**src/rtl/tmr16_pkg.sv**
```systemverilog
package tmr16_pkg;

  // register map, byte addresses on the 32-bit bus
  localparam int          ADDR_W                 = 6;
  localparam logic [5:0]  TIMER2_CONTROL_OFF     = 6'h00;
  localparam logic [5:0]  MATCH_LOW_OFF          = 6'h04;
  localparam logic [5:0]  MATCH_HIGH_OFF         = 6'h08;
  localparam logic [5:0]  TIMER2_MATCH_VALUE_OFF = 6'h0C;
  localparam logic [5:0]  CONFIG_OFF             = 6'h10;
  localparam logic [5:0]  STATUS_OFF             = 6'h14;
  localparam logic [5:0]  MASK_OFF               = 6'h18;
  localparam logic [5:0]  COUNT_OFF              = 6'h1C;

  // control byte fields
  localparam int          RUN_BIT                = 5;
  localparam int          SRC_LSB                = 2;
  localparam int          OPSEL_BIT              = 0;
  localparam logic [7:0]  CONTROL_RST            = 8'h00;
  localparam logic [7:0]  CONTROL_RD_MASK        = 8'h3D;

  // count source codes
  localparam logic [2:0]  SRC_TAP_A              = 3'h0;
  localparam logic [2:0]  SRC_TAP_B              = 3'h1;
  localparam logic [2:0]  SRC_TAP_C              = 3'h2;
  localparam logic [2:0]  SRC_TAP_D              = 3'h3;
  localparam logic [2:0]  SRC_HF                 = 3'h4;
  localparam logic [2:0]  SRC_LF                 = 3'h5;
  localparam logic [2:0]  SRC_RESERVED           = 3'h6;
  localparam logic [2:0]  SRC_EXT                = 3'h7;

  // system operating modes as driven on sys_mode
  localparam logic [1:0]  MODE_NORMAL            = 2'h0;
  localparam logic [1:0]  MODE_LOW_SPEED_ONE     = 2'h1;
  localparam logic [1:0]  MODE_LOW_SPEED_TWO     = 2'h2;
  localparam logic [1:0]  MODE_SLEEP             = 2'h3;

  // prescaler taps: log2 of the division
  localparam int          FC_TAP_N               = 4;
  localparam int          FS_TAP_N               = 2;
  localparam int          FC_DIV_W               = 23;
  localparam int          FS_DIV_W               = 15;
  localparam int          FC_TAPS [FC_TAP_N]     = '{23, 13, 8, 3};
  localparam int          FS_TAPS [FS_TAP_N]     = '{15, 5};

  localparam logic [15:0] MATCH_RST              = 16'hFFFF;
  localparam logic [15:0] CMP_MASK_FULL          = 16'hFFFF;
  localparam logic [15:0] CMP_MASK_UPPER         = 16'hF800;
  localparam int          STAT_MATCH_BIT         = 0;
  localparam logic [1:0]  RESP_OKAY              = 2'h0;
  localparam logic [1:0]  RESP_SLVERR            = 2'h2;

endpackage

```
**src/rtl/tmr16_prescaler.sv**
```systemverilog
`timescale 1ns/1ns
module tmr16_prescaler
  import tmr16_pkg::*;
(
  input  wire logic                core_clk,
  input  wire logic                rstn,
  input  wire logic                low_freq_tick,
  output logic [FC_TAP_N-1:0]      fc_ticks,
  output logic [FS_TAP_N-1:0]      fs_ticks
);

  logic [FC_DIV_W-1:0] fc_div;
  logic [FS_DIV_W-1:0] fs_div;
  logic [FC_DIV_W-1:0] next_fc_div;
  logic [FS_DIV_W-1:0] next_fs_div;
  logic [FC_TAP_N-1:0] next_fc_ticks;
  logic [FS_TAP_N-1:0] next_fs_ticks;

  // free running so taps stay phase-aligned across timer restarts
  always_comb begin
    next_fc_div = fc_div + {{(FC_DIV_W-1){1'b0}}, 1'b1};
    next_fs_div = low_freq_tick ? fs_div + {{(FS_DIV_W-1){1'b0}}, 1'b1} : fs_div;
  end

  genvar i;
  generate
    for (i = 0; i < FC_TAP_N; i++) begin : g_fc
      assign next_fc_ticks[i] = &fc_div[FC_TAPS[i]-1:0];
    end
    for (i = 0; i < FS_TAP_N; i++) begin : g_fs
      assign next_fs_ticks[i] = low_freq_tick & (&fs_div[FS_TAPS[i]-1:0]);
    end
  endgenerate

  always_ff @(posedge core_clk or negedge rstn) begin
    if (!rstn) begin
      fc_div   <= '0;
      fs_div   <= '0;
      fc_ticks <= '0;
      fs_ticks <= '0;
    end else begin
      fc_div   <= next_fc_div;
      fs_div   <= next_fs_div;
      fc_ticks <= next_fc_ticks;
      fs_ticks <= next_fs_ticks;
    end
  end

endmodule

```
**src/rtl/tmr16_match_stage.sv**
```systemverilog
`timescale 1ns/1ns
module tmr16_match_stage
  import tmr16_pkg::*;
(
  input  wire logic                core_clk,
  input  wire logic                rstn,
  input  wire logic                low_we,
  input  wire logic                high_we,
  input  wire logic [7:0]          wr_byte,
  input  wire logic                high_only_ok,
  output logic [15:0]              match_value
);

  logic [7:0]  low_pending;
  logic        low_held;
  logic [7:0]  next_low_pending;
  logic        next_low_held;
  logic [15:0] next_match_value;

  always_comb begin
    next_low_pending = low_pending;
    next_low_held    = low_held;
    next_match_value = match_value;
    // [RULE_04] low byte staged only
    if (low_we) begin
      next_low_pending = wr_byte;
      next_low_held    = 1'b1;
    end
    if (high_we) begin
      // [RULE_05] both bytes commit together
      if (low_held) begin
        next_match_value = {wr_byte, low_pending};
        next_low_held    = 1'b0;
      // [RULE_13] high byte alone suffices
      end else if (high_only_ok) begin
        next_match_value = {wr_byte, match_value[7:0]};
      end
    end
  end

  always_ff @(posedge core_clk or negedge rstn) begin
    if (!rstn) begin
      low_pending <= 8'h00;
      low_held    <= 1'b0;
      match_value <= MATCH_RST;
    end else begin
      low_pending <= next_low_pending;
      low_held    <= next_low_held;
      match_value <= next_match_value;
    end
  end

endmodule

```
**src/rtl/tmr16_top.sv**
```systemverilog
// The implementer's own choices: the placing of the registers and the AXI4-Lite slave port.
`timescale 1ns/1ns
// Operation
// [RULE_01] Run bit low stops and zeroes the counter; high counts from zero.
// [RULE_02] Three-bit source field picks prescaler tap, low-frequency clock or pin.
// [RULE_03] Operation bit zero is timer/event counting, one is window counting.
// [RULE_04] Match is written low byte then high byte; lone byte writes ignored. Code commits a lone high byte in high-frequency low-speed-two timer mode.
// [RULE_05] Comparator keeps old match until the high byte completes the pair.
// [RULE_06] Software changes mode and source only while run bit is zero.
// [RULE_07] Software loads match above one; upper five bits above one for warm-up.
// [RULE_08] Control bits 7, 6 and 1 carry no defined read data.
// [RULE_09] High-frequency source code 100 works only in timer mode, low-speed two.
// [RULE_10] Stop mode entry clears the run bit; software restarts afterwards.
// [RULE_11] Timer mode on fast or slow clock can time oscillator warm-up.
// [RULE_12] Timer counts internal ticks; match raises interrupt, clears, keeps counting.
// [RULE_13] High-frequency source in low-speed two compares only the upper five bits.
// [RULE_14] Event counting increments on each rising edge of the input pin.
// [RULE_15] Event match is checked and signalled on the pin's falling edge.
// [RULE_16] Pin high and low levels each last at least two machine cycles.
// [RULE_17] Window mode counts internal ticks only while pin high; match clears.
// [RULE_18] Sixteen-bit counter; match interrupt is a one-cycle pulse per match.
module tmr16_top
  import tmr16_pkg::*;
(
  input  wire logic                core_clk,
  input  wire logic                rstn,
  input  wire logic [ADDR_W-1:0]   s_axi_awaddr,
  input  wire logic                s_axi_awvalid,
  output logic                     s_axi_awready,
  input  wire logic [31:0]         s_axi_wdata,
  input  wire logic [3:0]          s_axi_wstrb,
  input  wire logic                s_axi_wvalid,
  output logic                     s_axi_wready,
  output logic [1:0]               s_axi_bresp,
  output logic                     s_axi_bvalid,
  input  wire logic                s_axi_bready,
  input  wire logic [ADDR_W-1:0]   s_axi_araddr,
  input  wire logic                s_axi_arvalid,
  output logic                     s_axi_arready,
  output logic [31:0]              s_axi_rdata,
  output logic [1:0]               s_axi_rresp,
  output logic                     s_axi_rvalid,
  input  wire logic                s_axi_rready,
  input  wire logic                count_input_pin,
  input  wire logic                low_freq_tick,
  input  wire logic [1:0]          sys_mode,
  input  wire logic                stop_enter,
  output logic                     match_interrupt,
  output logic                     irq
);

  // bus state
  logic              aw_held;
  logic [ADDR_W-1:0] aw_addr_q;
  logic              w_held;
  logic [31:0]       w_data_q;
  logic [3:0]        w_strb_q;
  logic              next_aw_held;
  logic [ADDR_W-1:0] next_aw_addr_q;
  logic              next_w_held;
  logic [31:0]       next_w_data_q;
  logic [3:0]        next_w_strb_q;
  logic              next_awready;
  logic              next_wready;
  logic              next_bvalid;
  logic [1:0]        next_bresp;
  logic              next_arready;
  logic              next_rvalid;
  logic [31:0]       next_rdata;
  logic [1:0]        next_rresp;
  logic              aw_hs;
  logic              w_hs;
  logic              ar_hs;
  logic              do_write;
  logic [ADDR_W-1:0] wr_addr;
  logic [31:0]       wr_data;
  logic [3:0]        wr_strb;
  logic              wr_hit;
  logic              rd_hit;

  // block state
  logic [7:0]        control_byte;
  logic              prescaler_source_select;
  logic [7:0]        status;
  logic [7:0]        mask;
  logic [15:0]       count;
  logic              pin_q;
  logic [7:0]        next_control_byte;
  logic              next_prescaler_source_select;
  logic [7:0]        next_status;
  logic [7:0]        next_mask;
  logic [15:0]       next_count;
  logic              next_pin_q;
  logic              next_match_interrupt;
  logic              next_irq;

  logic              ctrl_we;
  logic              low_we;
  logic              high_we;
  logic              cfg_we;
  logic              mask_we;
  logic              status_rd;
  logic              run_control_bit;
  logic [2:0]        count_source_select;
  logic              operation_select_bit;
  logic              low_speed;
  logic              hf_low_speed_mode_two;
  logic              int_tick;
  logic              pin_rise;
  logic              pin_fall;
  logic [15:0]       count_inc;
  logic [15:0]       cmp_mask;
  logic [15:0]       match_value;
  logic [FC_TAP_N-1:0] fc_ticks;
  logic [FS_TAP_N-1:0] fs_ticks;

  tmr16_prescaler u_prescaler (
    .core_clk      (core_clk),
    .rstn          (rstn),
    .low_freq_tick (low_freq_tick),
    .fc_ticks      (fc_ticks),
    .fs_ticks      (fs_ticks)
  );

  tmr16_match_stage u_match (
    .core_clk     (core_clk),
    .rstn         (rstn),
    .low_we       (low_we),
    .high_we      (high_we),
    .wr_byte      (wr_data[7:0]),
    .high_only_ok (hf_low_speed_mode_two),
    .match_value  (match_value)
  );

  assign run_control_bit      = control_byte[RUN_BIT];
  assign count_source_select  = control_byte[SRC_LSB +: 3];
  assign operation_select_bit = control_byte[OPSEL_BIT];

  // AXI4-Lite slave: address and data in either order, one response each
  always_comb begin
    aw_hs    = s_axi_awvalid & s_axi_awready;
    w_hs     = s_axi_wvalid & s_axi_wready;
    ar_hs    = s_axi_arvalid & s_axi_arready;
    wr_addr  = aw_held ? aw_addr_q : s_axi_awaddr;
    wr_data  = w_held ? w_data_q : s_axi_wdata;
    wr_strb  = w_held ? w_strb_q : s_axi_wstrb;
    do_write = (aw_held | aw_hs) & (w_held | w_hs) & ~s_axi_bvalid;
    next_aw_held   = (aw_held | aw_hs) & ~do_write;
    next_w_held    = (w_held | w_hs) & ~do_write;
    next_aw_addr_q = aw_hs ? s_axi_awaddr : aw_addr_q;
    next_w_data_q  = w_hs ? s_axi_wdata : w_data_q;
    next_w_strb_q  = w_hs ? s_axi_wstrb : w_strb_q;
    wr_hit = (wr_addr[ADDR_W-1:2] <= COUNT_OFF[ADDR_W-1:2]);
    rd_hit = (s_axi_araddr[ADDR_W-1:2] <= COUNT_OFF[ADDR_W-1:2]);
    next_bvalid  = do_write | (s_axi_bvalid & ~s_axi_bready);
    next_bresp   = do_write ? (wr_hit ? RESP_OKAY : RESP_SLVERR) : s_axi_bresp;
    next_awready = ~next_aw_held & ~next_bvalid;
    next_wready  = ~next_w_held & ~next_bvalid;
    next_rvalid  = ar_hs | (s_axi_rvalid & ~s_axi_rready);
    next_arready = ~next_rvalid;
    next_rdata   = s_axi_rdata;
    next_rresp   = s_axi_rresp;
    if (ar_hs) begin
      next_rresp = rd_hit ? RESP_OKAY : RESP_SLVERR;
      unique case ({s_axi_araddr[ADDR_W-1:2], 2'b00})
        // [RULE_08] undefined bits read zero
        TIMER2_CONTROL_OFF:     next_rdata = {24'h000000, control_byte & CONTROL_RD_MASK};
        TIMER2_MATCH_VALUE_OFF: next_rdata = {16'h0000, match_value};
        CONFIG_OFF:             next_rdata = {31'h00000000, prescaler_source_select};
        STATUS_OFF:             next_rdata = {24'h000000, status};
        MASK_OFF:               next_rdata = {24'h000000, mask};
        COUNT_OFF:              next_rdata = {16'h0000, count};
        default:                next_rdata = 32'h00000000;
      endcase
    end
    // byte-wide registers take lane 0 only
    ctrl_we   = do_write & wr_strb[0] & (wr_addr == TIMER2_CONTROL_OFF);
    low_we    = do_write & wr_strb[0] & (wr_addr == MATCH_LOW_OFF);
    high_we   = do_write & wr_strb[0] & (wr_addr == MATCH_HIGH_OFF);
    cfg_we    = do_write & wr_strb[0] & (wr_addr == CONFIG_OFF);
    mask_we   = do_write & wr_strb[0] & (wr_addr == MASK_OFF);
    status_rd = ar_hs & ({s_axi_araddr[ADDR_W-1:2], 2'b00} == STATUS_OFF);
  end

  always_ff @(posedge core_clk or negedge rstn) begin
    if (!rstn) begin
      aw_held       <= 1'b0;
      aw_addr_q     <= '0;
      w_held        <= 1'b0;
      w_data_q      <= 32'h00000000;
      w_strb_q      <= 4'h0;
      s_axi_awready <= 1'b0;
      s_axi_wready  <= 1'b0;
      s_axi_bvalid  <= 1'b0;
      s_axi_bresp   <= RESP_OKAY;
      s_axi_arready <= 1'b0;
      s_axi_rvalid  <= 1'b0;
      s_axi_rdata   <= 32'h00000000;
      s_axi_rresp   <= RESP_OKAY;
    end else begin
      aw_held       <= next_aw_held;
      aw_addr_q     <= next_aw_addr_q;
      w_held        <= next_w_held;
      w_data_q      <= next_w_data_q;
      w_strb_q      <= next_w_strb_q;
      s_axi_awready <= next_awready;
      s_axi_wready  <= next_wready;
      s_axi_bvalid  <= next_bvalid;
      s_axi_bresp   <= next_bresp;
      s_axi_arready <= next_arready;
      s_axi_rvalid  <= next_rvalid;
      s_axi_rdata   <= next_rdata;
      s_axi_rresp   <= next_rresp;
    end
  end

  // control and configuration registers
  always_comb begin
    next_control_byte            = control_byte;
    next_prescaler_source_select = prescaler_source_select;
    next_mask                    = mask;
    // mode and source not locked while running; software keeps them still
    // [RULE_06] relies on software order
    if (ctrl_we) begin
      next_control_byte = wr_data[7:0];
    end
    // [RULE_10] stop entry drops run
    if (stop_enter) begin
      next_control_byte[RUN_BIT] = 1'b0;
    end
    if (cfg_we) begin
      next_prescaler_source_select = wr_data[0];
    end
    if (mask_we) begin
      next_mask = wr_data[7:0];
    end
  end

  // count source selection
  always_comb begin
    low_speed = (sys_mode != MODE_NORMAL);
    // [RULE_09] fast clock only timer, low-speed two
    hf_low_speed_mode_two  = (sys_mode == MODE_LOW_SPEED_TWO) & ~operation_select_bit & (count_source_select == SRC_HF);
    // [RULE_13] upper five bits compared
    cmp_mask  = hf_low_speed_mode_two ? CMP_MASK_UPPER : CMP_MASK_FULL;
    int_tick  = 1'b0;
    // [RULE_02] source tap mux
    unique case (count_source_select)
      SRC_TAP_A:    int_tick = (low_speed | prescaler_source_select) ? fs_ticks[0] : fc_ticks[0];
      SRC_TAP_B:    int_tick = (low_speed | prescaler_source_select) ? fs_ticks[1] : fc_ticks[1];
      SRC_TAP_C:    int_tick = ~low_speed & fc_ticks[2];
      SRC_TAP_D:    int_tick = ~low_speed & fc_ticks[3];
      // [RULE_11] fast clock times warm-up
      SRC_HF:       int_tick = hf_low_speed_mode_two;
      SRC_LF:       int_tick = ~low_speed & low_freq_tick;
      SRC_RESERVED: int_tick = 1'b0;
      SRC_EXT:      int_tick = 1'b0;
    endcase
    // [RULE_16] edges valid given wide pulses
    pin_rise  = count_input_pin & ~pin_q;
    pin_fall  = ~count_input_pin & pin_q;
    count_inc = count + 16'h0001;
  end

  // up-counter and match
  always_comb begin
    next_count           = count;
    next_match_interrupt = 1'b0;
    next_pin_q           = count_input_pin;
    // [RULE_01] stopped means cleared
    if (!run_control_bit) begin
      next_count = 16'h0000;
    // [RULE_03] window operation
    end else if (operation_select_bit) begin
      // [RULE_17] gated by pin high
      if (int_tick && count_input_pin) begin
        if (count_inc == match_value) begin
          next_count           = 16'h0000;
          next_match_interrupt = 1'b1;
        end else begin
          next_count = count_inc;
        end
      end
    end else if (count_source_select == SRC_EXT) begin
      // [RULE_14] count on rising edge
      if (pin_rise) begin
        next_count = count_inc;
      // [RULE_15] match on falling edge
      end else if (pin_fall && count == match_value) begin
        next_count           = 16'h0000;
        next_match_interrupt = 1'b1;
      end
    // [RULE_12] timer count and match
    end else if (int_tick) begin
      if ((count_inc & cmp_mask) == (match_value & cmp_mask)) begin
        next_count           = 16'h0000;
        next_match_interrupt = 1'b1;
      end else begin
        next_count = count_inc;
      end
    end
  end

  // sticky status, cleared by reading it; a new match wins over the clear
  always_comb begin
    next_status = status_rd ? 8'h00 : status;
    // [RULE_18] one pulse per match
    if (next_match_interrupt) begin
      next_status[STAT_MATCH_BIT] = 1'b1;
    end
    next_irq = |(status & mask);
  end

  always_ff @(posedge core_clk or negedge rstn) begin
    if (!rstn) begin
      control_byte            <= CONTROL_RST;
      prescaler_source_select <= 1'b0;
      mask                    <= 8'h00;
      status                  <= 8'h00;
      count                   <= 16'h0000;
      pin_q                   <= 1'b0;
      match_interrupt         <= 1'b0;
      irq                     <= 1'b0;
    end else begin
      control_byte            <= next_control_byte;
      prescaler_source_select <= next_prescaler_source_select;
      mask                    <= next_mask;
      status                  <= next_status;
      count                   <= next_count;
      pin_q                   <= next_pin_q;
      match_interrupt         <= next_match_interrupt;
      irq                     <= next_irq;
    end
  end

endmodule

```
**config.mk**
```make
export PLATFORM = sky130hd
export DESIGN_NAME = tmr16_top
export DESIGN_NICKNAME = d
export VERILOG_FILES = /design/src/rtl/tmr16_pkg.sv /design/src/rtl/tmr16_prescaler.sv /design/src/rtl/tmr16_match_stage.sv /design/src/rtl/tmr16_top.sv
export SDC_FILE = /design/constraint.sdc
export NUM_CORES = 1
export LEC_CHECK = 0
export BUFFER_PORTS_ARGS = -buffer_cell sky130_fd_sc_hd__buf_2
export CAP_MARGIN = 20
export CORE_ASPECT_RATIO = 1.75
export CORE_MARGIN = 3
export CORE_UTILIZATION = 25
export CTS_BUF_LIST = sky130_fd_sc_hd__clkbuf_8 sky130_fd_sc_hd__clkbuf_16
export CTS_CLUSTER_DIAMETER = 100
export DETAILED_ROUTE_END_ITERATION = 7
export PLACE_DENSITY_LB_ADDON = 0.05
export REMOVE_ABC_BUFFERS = 1
export SKIP_LAST_GASP = 1
export SYNTH_ARGS = -nofsm -noshare
export SYNTH_HDL_FRONTEND = slang
export SYNTH_SLANG_ARGS = --single-unit
```
**constraint.sdc**
```tcl
create_clock -name core_clk -period 5.05 [get_ports core_clk]
set_input_delay 0.505 -clock core_clk [delete_from_list [all_inputs] [get_ports core_clk]]
set_output_delay 0.505 -clock core_clk [all_outputs]
set_load 0.02 [all_outputs]
```
==> qor.yml <==
run_status:
  outcome: "complete, no violations"
route:
  via_count: 5110
  ant_nets: 0
  via_per_inst: 4.60
  routed_wl_um: 19900
  first_iter_violations: 282
  drc: 0
  first_pass_iters: 5
  wire_per_inst_um: 17.9
worst_setup_path:
  crit_path_max_fanout: 16
  path_class: "register to register"
  crit_slowest_cell: "or4_4"
  cp-end-kind: "register"
  cp_slowest_stage_delay_ns: 0.56
  required_ns: 5.36
  worstReg2RegStart: "count[0]"
  crit_arrival_ns: 4.08
  crit_chain: "ha_1 > nand3_1 > nor4_2 > a31oi_1 > or4_4 > nor3_4 > a2bb2oi_4 > nand2b_4 > mux2i_1"
  cp-start-kind: "register"
  critPathLaunch: "count[0]"
  crit_family: "simple AND/OR/NAND/NOR gates"
  worst-path-buf-inv: 0
sta:
  slew_headroom: 0.336
  rsz0062_at_grt: "false"
  finalMaxSlewViolations: 0
  tns_ns: 0
  fin_skew_ns: 0.0113
  max_freq_ghz: 0.265
  min_period_over_period: 0.747
  final-hold-violation-count: 0
  finalCriticalPeriod_ns: 3.77
  worst_slew_pin_slew_ns: 0.996
  hold_ws_ns: 0.189
  setup_violations: 0
synthesis:
  synth.distinct_cells: 68
  ys_ff_latch: 143
  synth_cells: 676
  synth_area_leaders: "dfrtp_1 (45%), dfstp_2 (5.9%), xnor2_1 (4.8%)"
  yosys.area.top_type_share: 0.446
  avgSynthCellArea_um2: 10.5
  synth_top_flop_cell: "dfrtp_1"
  yosys_warnings: 0
  synth_top_area_cell: "dfrtp_1"
  synth_edf_count: 0
  synth.most_common_cell: "dfrtp_1"
  syn_area_um2: 7120
  synth.yosys.seq_area_share: 0.505
  synthTopCellsByCount: "dfrtp_1 (127), nand2_1 (58), nor2_1 (50), o21ai_0 (42), xnor2_1 (39)"
  synth-async-reset-ratio: 1.00
power_and_ir_drop:
  totalPowerFinal_w: 0.00324
  seq_power_share: 0.451
  switching_share: 0.296
  leakagePower_nw: 3.64
  worst_ir_drop_vdd_mv: 0.246
  power_frac_clock: 0.385
  powerDensity_nw_per_um2: 392
  p_switching_w: 0.000958
  comb_power_share: 0.164
  p_int_w: 0.00228
global_route:
  grt_use_total: 0.135
  antenna_found_initial: 1
  grt_overflow_total: 0
  grt_start_max_net_pins: 104
  grt_pass1_vias: 5244
  grt_pass1_wl_um: 30900
layout:
  nNetsFinal: 790
  stdcell_area_um2: 8270
  area_delta_synth_final_pct: 16.1
  drive_above_1_share: 0.215
placed_design:
  gp_congestion: 0.780
  dpl_cell_area_um2: 7680
  port_buffers: 55
  dpl.hpwl_um: 14600
clocking:
  clk_path_buf_depth: 2
  cts_buffers: 17
  cts_htree_levels: 4
  post_cts_buffers: 0
  cts_tree: "done"
  cts_root_buf: "clkbuf_16"
  clk_pin_slew_ns: 0.07
  cts-resized-gates: 0
  insertion_delay_ns: 0.44
  clock_sink_count: 143
  cts_hold_buf: 0
die:
  start_util: 0.255
  die_area_um2: 30600
  pin_count: 103
  fp.coreArea_um2: 28000
  core.rowCount: 81
  fp.dieH_um: 229
  die_x_um: 134
flow_run:
  drv_cap: 0
worst_hold_path:
  min_path_type: "input port to asynchronous set/reset pin"
cells in the final DEF (no fill, tap or decap), types with 3 or more instances in the layout:
cell type,netlist,layout
nand2_1,58,58
a21oi_1,36,36
a222oi_1,4,4
nand4_1,10,10
a22oi_1,9,9
a21o_1,4,4
inv_1,17,18
o2bb2ai_1,4,4
o21a_1,3,3
buf_4,19,5
and2_1,4,4
nand3_1,21,21
dfrtp_1,127,127
nor2_1,50,50
clkbuf_16,0,17
conb_1,1,18
nor3b_1,4,4
and3_1,17,17
dfstp_2,16,16
nor3_1,14,13
nor2b_1,4,4
mux2_2,26,26
ha_1,5,5
or2b_1,3,3
and4_1,4,4
clkinvlp_4,0,3
o2bb2ai_2,9,9
a31oi_1,4,4
clkinv_2,0,7
nand2b_1,13,13
mux2i_1,20,20
xnor2_1,39,39
xor2_1,17,17
o21ai_0,42,42
buf_2,8,54
nor4_1,5,5
power groups by stage:
| stage | Clock (W) | Sequential (W) | Combinational (W) |
|---|---|---|---|
| floorplan | 0 | 0.00146 | 0.000344 |
| global placement | 0 | 0.00147 | 0.000529 |
| detailed placement | 0 | 0.00149 | 0.000546 |
| CTS | 0.00130 | 0.00146 | 0.000548 |
| global route | 0.00134 | 0.00149 | 0.000599 |
| finish | 0.00125 | 0.00146 | 0.000532 |
per-stage QoR:
step,utilization,setup slack [ns],cells
global placement,0.275,1.33,1078
global route,0.295,1.07,1111
finish,0.296,1.28,1112
CTS,0.295,1.28,1110
floorplan,-,2.10,646
detailed placement,0.275,1.29,1078
sequential cells by signal, indices dropped and copies added, names as in the netlist, 2 cells and up:
signal,cells
w_data_q,8
u_prescaler.fc_div,23
control_byte,5
u_prescaler.fs_ticks,2
s_axi_rdata,16
u_prescaler.fs_div,15
aw_addr_q,6
u_match.match_value,16
u_match.low_pending,8
u_prescaler.fc_ticks,4
count,16
mask,8
area by class of cell:
class	instances	area [µm²]
fill	2970	19700
sequential	143	3600
multi-input combinational	486	3240
tap	373	467
clock buffer	19	453
timing repair buffer	60	319
clock inverter	13	121
inverter	17	63.8
antenna	1	2.50
routing by layer:
metal  global-route usage  part of all wire  routed length (µm)  vias to the layer above
li1                     -                 -                   -                     2456
met3               0.0301             0.027                 529                       32
met4               0.0708             0.039                 784                        0
met1                0.139              0.37                7420                     2529
met2                0.250              0.56               11200                       93
met5                    0                 0                   0                        -
final timing paths:
path | end | slack, ns | cells after the start
setup / recovery | count[0] | 1.28 | 9
hold / removal | u_match.low_pending[2] | 0.19 | 1
setup reg to reg | count[0] | 1.28 | 9
hold reg to reg | u_prescaler.fc_div[20] | 0.46 | 1
max in group asynchronous | s_axi_rdata[6] | 3.72 | 2
min in group core_clk | control_byte[5] | 0.22 | 2
cells by family (layout without fill, tap and decap cells):
family	after synthesis	after routing	share of synthesized area
xor+xnor	56	56	0.0689
buf+inv	64	109	0.0490
mux	46	46	0.0692
other cells	1	19	0.000527
fa+ha+maj	5	5	0.00879
flops	143	143	0.505
simple gates	223	223	0.163
compound gates	138	138	0.135
(Power assumes the default switching activity.)
